--- src/rtl/light_timer_pkg.sv ---
// Purpose : constants for the dual-function light timer
// Assumes : 200 MHz clock, 32-bit bus words
// Notes   : durations are counts of the selected timebase tick
package light_timer_pkg;
    localparam int unsigned CLK_PERIOD_NS = 5;
    localparam int unsigned NS_PER_MS     = 1000000;
    localparam int unsigned CYC_PER_MS    = NS_PER_MS / CLK_PERIOD_NS;
    // selectable timebases, in milliseconds
    localparam int unsigned TB0_MS  = 10;
    localparam int unsigned TB1_MS  = 100;
    localparam int unsigned TB2_MS  = 1000;
    localparam int unsigned TB3_MS  = 10;
    localparam int unsigned TB0_CYC = TB0_MS * CYC_PER_MS;
    localparam int unsigned TB1_CYC = TB1_MS * CYC_PER_MS;
    localparam int unsigned TB2_CYC = TB2_MS * CYC_PER_MS;
    localparam int unsigned TB3_CYC = TB3_MS * CYC_PER_MS;
    // register byte offsets
    localparam logic [7:0] ADDR_CTRL    = 8'h00;
    localparam logic [7:0] ADDR_DUR0    = 8'h04;
    localparam logic [7:0] ADDR_STATUS  = 8'h14;
    localparam logic [7:0] ADDR_ELAPSED = 8'h18;
    // control fields
    localparam int CTRL_WARN_BIT = 0;
    localparam int CTRL_RET_BIT  = 1;
    localparam int CTRL_TB_LSB   = 4;
    localparam logic [5:0] CTRL_RESET = 6'h00;
    // duration register fields
    localparam int DUR_W       = 16;
    localparam int DUR_CFG_W   = 20;
    localparam int DUR_EXT_BIT = 16;
    localparam int DUR_BLK_LSB = 17;
    localparam int NUM_DUR     = 4;
    localparam int IDX_OFF     = 0;
    localparam int IDX_HOLD    = 1;
    localparam int IDX_LEAD    = 2;
    localparam int IDX_WLEN    = 3;
    localparam logic [19:0] DUR_RESET = 20'h0_0000;
    localparam int NUM_BLOCKS  = 8;
    // status fields
    localparam int STAT_LAMP_BIT = 0;
    localparam int STAT_PERM_BIT = 1;
    localparam int STAT_ST_LSB   = 2;
    typedef enum logic [1:0] {
        ST_IDLE  = 2'b00,
        ST_HOLD  = 2'b01,
        ST_DELAY = 2'b10,
        ST_PERM  = 2'b11
    } light_state_t;
endpackage

--- src/rtl/light_timer.sv ---
// Purpose : dual-function light timer with an AHB-Lite register slave
// Assumes : TRG, STOP and POWER_FAIL are synchronous to REF_CLK
// Notes   : zero-wait slave; read data is sampled in the address phase
//
// The implementer's own choices: the AHB-Lite register port and the register offsets.
`timescale 1ns/1ps
module light_timer #(
    parameter int unsigned TB_CYC_0 = light_timer_pkg::TB0_CYC,
    parameter int unsigned TB_CYC_1 = light_timer_pkg::TB1_CYC,
    parameter int unsigned TB_CYC_2 = light_timer_pkg::TB2_CYC,
    parameter int unsigned TB_CYC_3 = light_timer_pkg::TB3_CYC
) (
    // clock and reset
    input  wire logic         REF_CLK,
    input  wire logic         RST_N,
    // AHB-Lite slave
    input  wire logic         HSEL,
    input  wire logic [31:0]  HADDR,
    input  wire logic [1:0]   HTRANS,
    input  wire logic         HWRITE,
    input  wire logic [2:0]   HSIZE,
    input  wire logic [31:0]  HWDATA,
    input  wire logic         HREADY,
    output logic [31:0]       HRDATA,
    output logic              HREADYOUT,
    output logic              HRESP,
    // light control
    input  wire logic         TRG,
    input  wire logic         STOP,
    input  wire logic         POWER_FAIL,
    input  wire logic [127:0] EXT_VALUES,
    output logic              LAMP,
    output logic [15:0]       ELAPSED_TIME
);
    logic [5:0]  ctrl;
    logic [5:0]  next_ctrl;
    logic [19:0] dur_cfg [light_timer_pkg::NUM_DUR];
    logic [19:0] next_dur_cfg [light_timer_pkg::NUM_DUR];
    logic        wr_pend;
    logic        next_wr_pend;
    logic [7:0]  wr_addr;
    logic [7:0]  next_wr_addr;
    logic [31:0] next_hrdata;
    light_timer_pkg::light_state_t state;
    light_timer_pkg::light_state_t next_state;
    logic        next_lamp;
    logic [15:0] elapsed;
    logic [15:0] next_elapsed;
    logic        trg_q;
    logic [31:0] div_cnt;
    logic [31:0] next_div_cnt;
    logic [31:0] div_max;
    logic        tick;
    logic        rise;
    logic        kill;
    logic        warn_en;
    logic        retain;
    logic [15:0] t_off;
    logic [15:0] t_hold;
    logic [15:0] t_lead;
    logic [15:0] t_wlen;
    logic [15:0] warn_start;
    logic [16:0] warn_end;
    logic        in_warn;

    // duration source: constant field or a block's live value
    function automatic logic [15:0] dur_value(input logic [19:0] cfg,
                                              input logic [127:0] ext);
        logic [2:0] blk;
        blk = cfg[light_timer_pkg::DUR_BLK_LSB +: 3];
        if (cfg[light_timer_pkg::DUR_EXT_BIT]) begin
            dur_value = ext[blk * light_timer_pkg::DUR_W +: 16];
        end else begin
            dur_value = cfg[15:0];
        end
    endfunction

    function automatic logic [31:0] rd_value(input logic [7:0] a);
        logic [7:0] d;
        rd_value = 32'h0000_0000;
        d = a - light_timer_pkg::ADDR_DUR0;
        if (a == light_timer_pkg::ADDR_CTRL) begin
            rd_value = {26'h000_0000, ctrl};
        end else if (a >= light_timer_pkg::ADDR_DUR0 &&
                     a < light_timer_pkg::ADDR_STATUS) begin
            rd_value = {12'h000, dur_cfg[d[3:2]]};
        end else if (a == light_timer_pkg::ADDR_STATUS) begin
            rd_value[light_timer_pkg::STAT_LAMP_BIT] = LAMP;
            rd_value[light_timer_pkg::STAT_PERM_BIT] =
                (state == light_timer_pkg::ST_PERM);
            rd_value[light_timer_pkg::STAT_ST_LSB +: 2] = state;
        end else if (a == light_timer_pkg::ADDR_ELAPSED) begin
            rd_value = {16'h0000, elapsed};
        end
    endfunction

    assign HREADYOUT = 1'b1;
    assign HRESP     = 1'b0;

    // bus group: write lands in the data phase, read data is registered
    always_comb begin
        logic [7:0] d;
        d = HADDR[7:0] - light_timer_pkg::ADDR_DUR0;
        next_ctrl    = ctrl;
        next_dur_cfg = dur_cfg;
        next_hrdata  = HRDATA;
        next_wr_pend = 1'b0;
        next_wr_addr = wr_addr;
        if (wr_pend) begin
            d = wr_addr - light_timer_pkg::ADDR_DUR0;
            if (wr_addr == light_timer_pkg::ADDR_CTRL) begin
                next_ctrl = HWDATA[5:0];
            end else if (wr_addr >= light_timer_pkg::ADDR_DUR0 &&
                         wr_addr < light_timer_pkg::ADDR_STATUS) begin
                next_dur_cfg[d[3:2]] = HWDATA[19:0];
            end
        end
        if (HSEL && HTRANS[1] && HREADY) begin
            next_wr_pend = HWRITE && (HADDR[31:8] == 24'h00_0000);
            next_wr_addr = HADDR[7:0];
            next_hrdata  = (HADDR[31:8] == 24'h00_0000) ?
                           rd_value(HADDR[7:0]) : 32'h0000_0000;
        end
    end

    always_ff @(posedge REF_CLK) begin
        if (!RST_N) begin
            ctrl    <= light_timer_pkg::CTRL_RESET;
            dur_cfg <= '{default: light_timer_pkg::DUR_RESET};
            wr_pend <= 1'b0;
            wr_addr <= 8'h00;
            HRDATA  <= 32'h0000_0000;
        end else begin
            ctrl    <= next_ctrl;
            dur_cfg <= next_dur_cfg;
            wr_pend <= next_wr_pend;
            wr_addr <= next_wr_addr;
            HRDATA  <= next_hrdata;
        end
    end

    always_comb begin
        unique case (ctrl[light_timer_pkg::CTRL_TB_LSB +: 2])
            2'd0: div_max = TB_CYC_0 - 32'd1;
            2'd1: div_max = TB_CYC_1 - 32'd1;
            2'd2: div_max = TB_CYC_2 - 32'd1;
            2'd3: div_max = TB_CYC_3 - 32'd1;
        endcase
        tick         = (div_cnt >= div_max);
        next_div_cnt = tick ? 32'h0000_0000 : div_cnt + 32'd1;
    end

    always_ff @(posedge REF_CLK) begin
        if (!RST_N) begin
            div_cnt <= 32'h0000_0000;
        end else begin
            div_cnt <= next_div_cnt;
        end
    end

    // one timebase field serves every duration
    assign t_off   = dur_value(dur_cfg[light_timer_pkg::IDX_OFF], EXT_VALUES);
    assign t_hold  = dur_value(dur_cfg[light_timer_pkg::IDX_HOLD], EXT_VALUES);
    assign t_lead  = dur_value(dur_cfg[light_timer_pkg::IDX_LEAD], EXT_VALUES);
    assign t_wlen  = dur_value(dur_cfg[light_timer_pkg::IDX_WLEN], EXT_VALUES);
    assign warn_en = ctrl[light_timer_pkg::CTRL_WARN_BIT];
    assign retain  = ctrl[light_timer_pkg::CTRL_RET_BIT];
    assign rise    = TRG && !trg_q;
    // a lead longer than the delay starts the warning at once
    assign warn_start = (t_off > t_lead) ? t_off - t_lead : 16'h0000;
    assign warn_end   = {1'b0, warn_start} + {1'b0, t_wlen};
    assign in_warn    = warn_en && (elapsed >= warn_start) &&
                        ({1'b0, elapsed} < warn_end);
    // stop, or power loss without retention, clears the state, LAMP and the elapsed count
    assign kill = STOP || (POWER_FAIL && !retain);

    // timer group
    always_comb begin
        next_state   = state;
        next_lamp    = LAMP;
        next_elapsed = elapsed;
        if (kill) begin
            next_state   = light_timer_pkg::ST_IDLE;
            next_lamp    = 1'b0;
            next_elapsed = 16'h0000;
        end else begin
            unique case (state)
                light_timer_pkg::ST_IDLE: begin
                    if (rise) begin
                        next_state   = light_timer_pkg::ST_HOLD;
                        next_lamp    = 1'b1;
                        next_elapsed = 16'h0000;
                    end
                end
                light_timer_pkg::ST_HOLD: begin
                    if (!TRG) begin
                        next_state   = light_timer_pkg::ST_DELAY;
                        next_elapsed = 16'h0000;
                    end else if (elapsed >= t_hold) begin
                        next_state = light_timer_pkg::ST_PERM;
                    end else if (tick) begin
                        next_elapsed = elapsed + 16'd1;
                    end
                end
                light_timer_pkg::ST_DELAY: begin
                    if (rise || elapsed >= t_off) begin
                        next_state   = light_timer_pkg::ST_IDLE;
                        next_lamp    = 1'b0;
                        next_elapsed = 16'h0000;
                    end else begin
                        next_lamp = !in_warn;
                        if (tick) begin
                            next_elapsed = elapsed + 16'd1;
                        end
                    end
                end
                light_timer_pkg::ST_PERM: begin
                    if (rise) begin
                        next_state   = light_timer_pkg::ST_IDLE;
                        next_lamp    = 1'b0;
                        next_elapsed = 16'h0000;
                    end
                end
            endcase
        end
    end

    always_ff @(posedge REF_CLK) begin
        if (!RST_N) begin
            state   <= light_timer_pkg::ST_IDLE;
            LAMP    <= 1'b0;
            elapsed <= 16'h0000;
            trg_q   <= 1'b0;
        end else begin
            state   <= next_state;
            LAMP    <= next_lamp;
            elapsed <= next_elapsed;
            trg_q   <= TRG;
        end
    end

    assign ELAPSED_TIME = elapsed;
endmodule

--- config.mk ---
export PLATFORM = sky130hd
export DESIGN_NAME = light_timer
export DESIGN_NICKNAME = d
export VERILOG_FILES = /design/src/rtl/light_timer_pkg.sv /design/src/rtl/light_timer.sv
export SDC_FILE = /design/constraint.sdc
export NUM_CORES = 1
export LEC_CHECK = 0
export BUFFER_PORTS_ARGS = -buffer_cell sky130_fd_sc_hd__buf_2
export CORE_MARGIN = 1.5
export CORE_UTILIZATION = 48
export CTS_CLUSTER_DIAMETER = 50
export DETAILED_ROUTE_END_ITERATION = 7
export PLACE_DENSITY = 0.67
export SLEW_MARGIN = 20
export SYNTH_ARGS = -nofsm -noshare
export SYNTH_HDL_FRONTEND = slang
export SYNTH_SLANG_ARGS = --single-unit
--- constraint.sdc ---
create_clock -name REF_CLK -period 8.3 [get_ports REF_CLK]
set_clock_uncertainty 0.15 [all_clocks]
set_input_delay 1.66 -clock REF_CLK [delete_from_list [all_inputs] [get_ports REF_CLK]]
set_output_delay 1.66 -clock REF_CLK [all_outputs]
set_load 0.01 [all_outputs]
==> results.cfg <==
[critical_path]
cp.arrival_ps = 7910
crit_required_ps = 8480
reg2reg_from = dur_cfg[78]
r2r_cells = 28
critPathMaxFanout = 7
end_kind = flip-flop
start_kind = input port
r2r-end = LAMP
critPathKind = input port to flip-flop
ff2ff_setup_slack_ps = 1080

[route]
drtPass1Iterations = 5
wl_per_cell_um = 21.9
drc = 0
viasPerCell = 6.19
via_count = 14271
wl_um = 50500
drt.antenna.violating_nets = 0
drtIter0Drc = 1149

[timing]
period_share = 0.932
tightest_slew_ps = 1150
worst_slack_ps = 563
slew_viol_final = 0
rsz0062_at_grt = false
tns_ps = 0
finalSetupViolCount = 0
slew_headroom = 0.236
max_freq_ghz = 0.129
hold_violations = 0
period_minus_slack_ps = 7740

[worst_hold_path]
min_path_type = flip-flop to flip-flop
hp-start = HRDATA[2]
worstHoldPathCells = 2
min_to = HRDATA[2]

[power_and_ir_drop]
peakVddDrop_uv = 142
p_leak_nw = 6.62
power_density_mw_per_mm2 = 102

[logic_synthesis]
ys_types = 65
synth_most_common_cell = nand2_1
synthTopCellsByArea = dfxtp_1, mux4_2, ha_1, mux2i_1, nand2_1
synth_top_area_frac = 0.217
syn_inst = 1693
yosys.area.top_type = dfxtp_1
ys_seq_area_frac = 0.217
yosys_warnings = 0
syn-mean-instance-area_um2 = 9.12
synth.cell_area_mm2 = 0.0154
ys_ff_latch = 167
synth_async_sr_flop_share = 0
synthTopCellsByCount = nand2_1, dfxtp_1, mux4_2, ha_1, nor2_1
synthFlopType = dfxtp_1
synth_edf_count = 0

[cells_and_area]
fin_cells = 2305
fill_cells = 2845
drive_gt1_frac = 0.248
area_growth_pct = 14.1
fin_nets = 2216

[cts]
cts_setup_buffers = 0
hold_buffers = 0
htree_levels = 4
clock_sinks = 167
cts.clk_slew.worst_paths_ps = 70
clockBufferDepth = 2
postCtsResizedCells = 0
cts_root_buffer = clkbuf_16
clk_latency_ps = 450
cts_tree = done
cts_buffers = 17

[placed_design]
dp_hpwl_um = 38300
place_congestion = 0.978
pre_cts_slack_ps = 181
dp.cells = 2267
io_buffers = 225

[grt]
grt_pass1_vias = 13693
grt_first_pass_wirelength_um = 77600
antenna_found_initial = 6
grt_max_degree = 122
gr-total-overflow = 0
grt_usage = 0.303

[die]
ios = 256
dieArea_mm2 = 0.0332
die_x_um = 182
chipHeight_um = 182
rows = 65
start_util = 0.488
core_mm2 = 0.0316

[outcome]
status = finished, final reports clean

[flow_run]
maxCapViolCount = 0
## state kept, by name (all words and copies together) (netlist names)
register      count
wr_pend           1
dur_cfg          80
state             2
div_cnt          32
LAMP              1
ELAPSED_TIME     16
ctrl              6
trg_q             1
wr_addr           8
HRDATA           20
## cell type report
type / instances / area (um^2) / share of cell area
multi-input cells: 1363 / 11500 / 0.650
flip-flops and latches: 167 / 3350 / 0.190
repair buffers: 273 / 1490 / 0.0844
well taps: 402 / 503 / 0.0285
clock buffers: 17 / 425 / 0.0241
inverters: 62 / 233 / 0.0132
clock inverters: 15 / 156 / 0.00888
diodes: 6 / 15.0 / 0.000852
## worst max-delay path by stage
stage,to,from,cells past startpoint
6_report,LAMP,EXT_VALUES[112],28
5_1_grt,LAMP,EXT_VALUES[112],27
4_1_cts,LAMP,EXT_VALUES[112],28
3_5_place_dp,LAMP,EXT_VALUES[112],28
3_3_place_gp,LAMP,EXT_VALUES[112],28
2_1_floorplan,LAMP,EXT_VALUES[112],28
## layer usage
metal	GRT usage	share of wire
met4	0.100	0.030
met2	0.493	0.47
met1	0.402	0.41
met5	0	0.00014
met3	0.0651	0.085
## power breakdown
part	internal, W	total, W	switching (W)
logic	0.0000996	0.000199	0.0000996
registers	0.000803	0.000806	0.00000241
clock network	0.000403	0.000794	0.000391
total	0.00131	0.00180	0.000493
## cell usage in the layout (no fill, tap or decap), types with 12 or more instances in the layout
| master | netlist | routed |
|---|---|---|
| a21o_1 | 30 | 30 |
| ha_1 | 125 | 125 |
| o21ai_0 | 88 | 88 |
| a21boi_0 | 71 | 71 |
| nand2b_1 | 12 | 12 |
| clkbuf_16 | 0 | 17 |
| nor3_1 | 21 | 21 |
| mux2i_1 | 100 | 100 |
| xor2_1 | 21 | 21 |
| o21a_1 | 12 | 12 |
| nand4_1 | 15 | 15 |
| nand2_1 | 248 | 248 |
| inv_1 | 62 | 62 |
| conb_1 | 2 | 17 |
| buf_4 | 14 | 48 |
| a21oi_1 | 62 | 62 |
| buf_2 | 3 | 225 |
| nand3_1 | 38 | 37 |
| nor2_1 | 109 | 108 |
| xnor2_1 | 28 | 28 |
| mux4_2 | 148 | 148 |
| a22oi_1 | 20 | 20 |
| nor2b_1 | 49 | 49 |
| dfxtp_1 | 167 | 163 |
## cell families (layout without fill, tap and decap cells)
family	count (synthesis)	after routing	share of synthesized area
and+or+nand+nor	566	566	0.171
AOI/OAI and AO/OA	356	356	0.153
muxes	248	248	0.281
buffers and inverters	178	367	0.0469
DFF	167	167	0.217
adders and majority gates	127	127	0.104
xor gates and xnor gates	49	49	0.0278
other	2	23	0.000486
## worst max-delay path: stages
cell and delay (ps):
buf_2 120, mux4_2 480, mux2i_1 260, a21o_1 190, ha_1 180, inv_1 60, fa_1 410, a21o_1 170
a21oi_1 330, o21bai_1 130, a311oi_1 340, nor2_1 190, nand2_1 120, inv_1 50, ha_1 250, or4_1 520
o22ai_1 220, o21ai_0 170, o21a_1 250, a21oi_1 180, xor2_1 170, ha_1 260, a2111oi_0 390, o21ai_0 140
a21oi_1 160, a211oi_1 90, buf_4 150, o31a_1 280
## metrics by stage
stage / utilization / area, um^2 / hold slack, ps / power, W
after floorplan: - / 15500 / 276 / 0.000930
after global placement: 0.538 / 17000 / 294 / 0.00101
after detailed placement: 0.538 / 17000 / 306 / 0.00102
after CTS: 0.556 / 17600 / 322 / 0.00180
after global routing: 0.557 / 17600 / 353 / 0.00186
final: 0.557 / 17600 / 323 / 0.00180
Power figures use the tool's default switching activity.
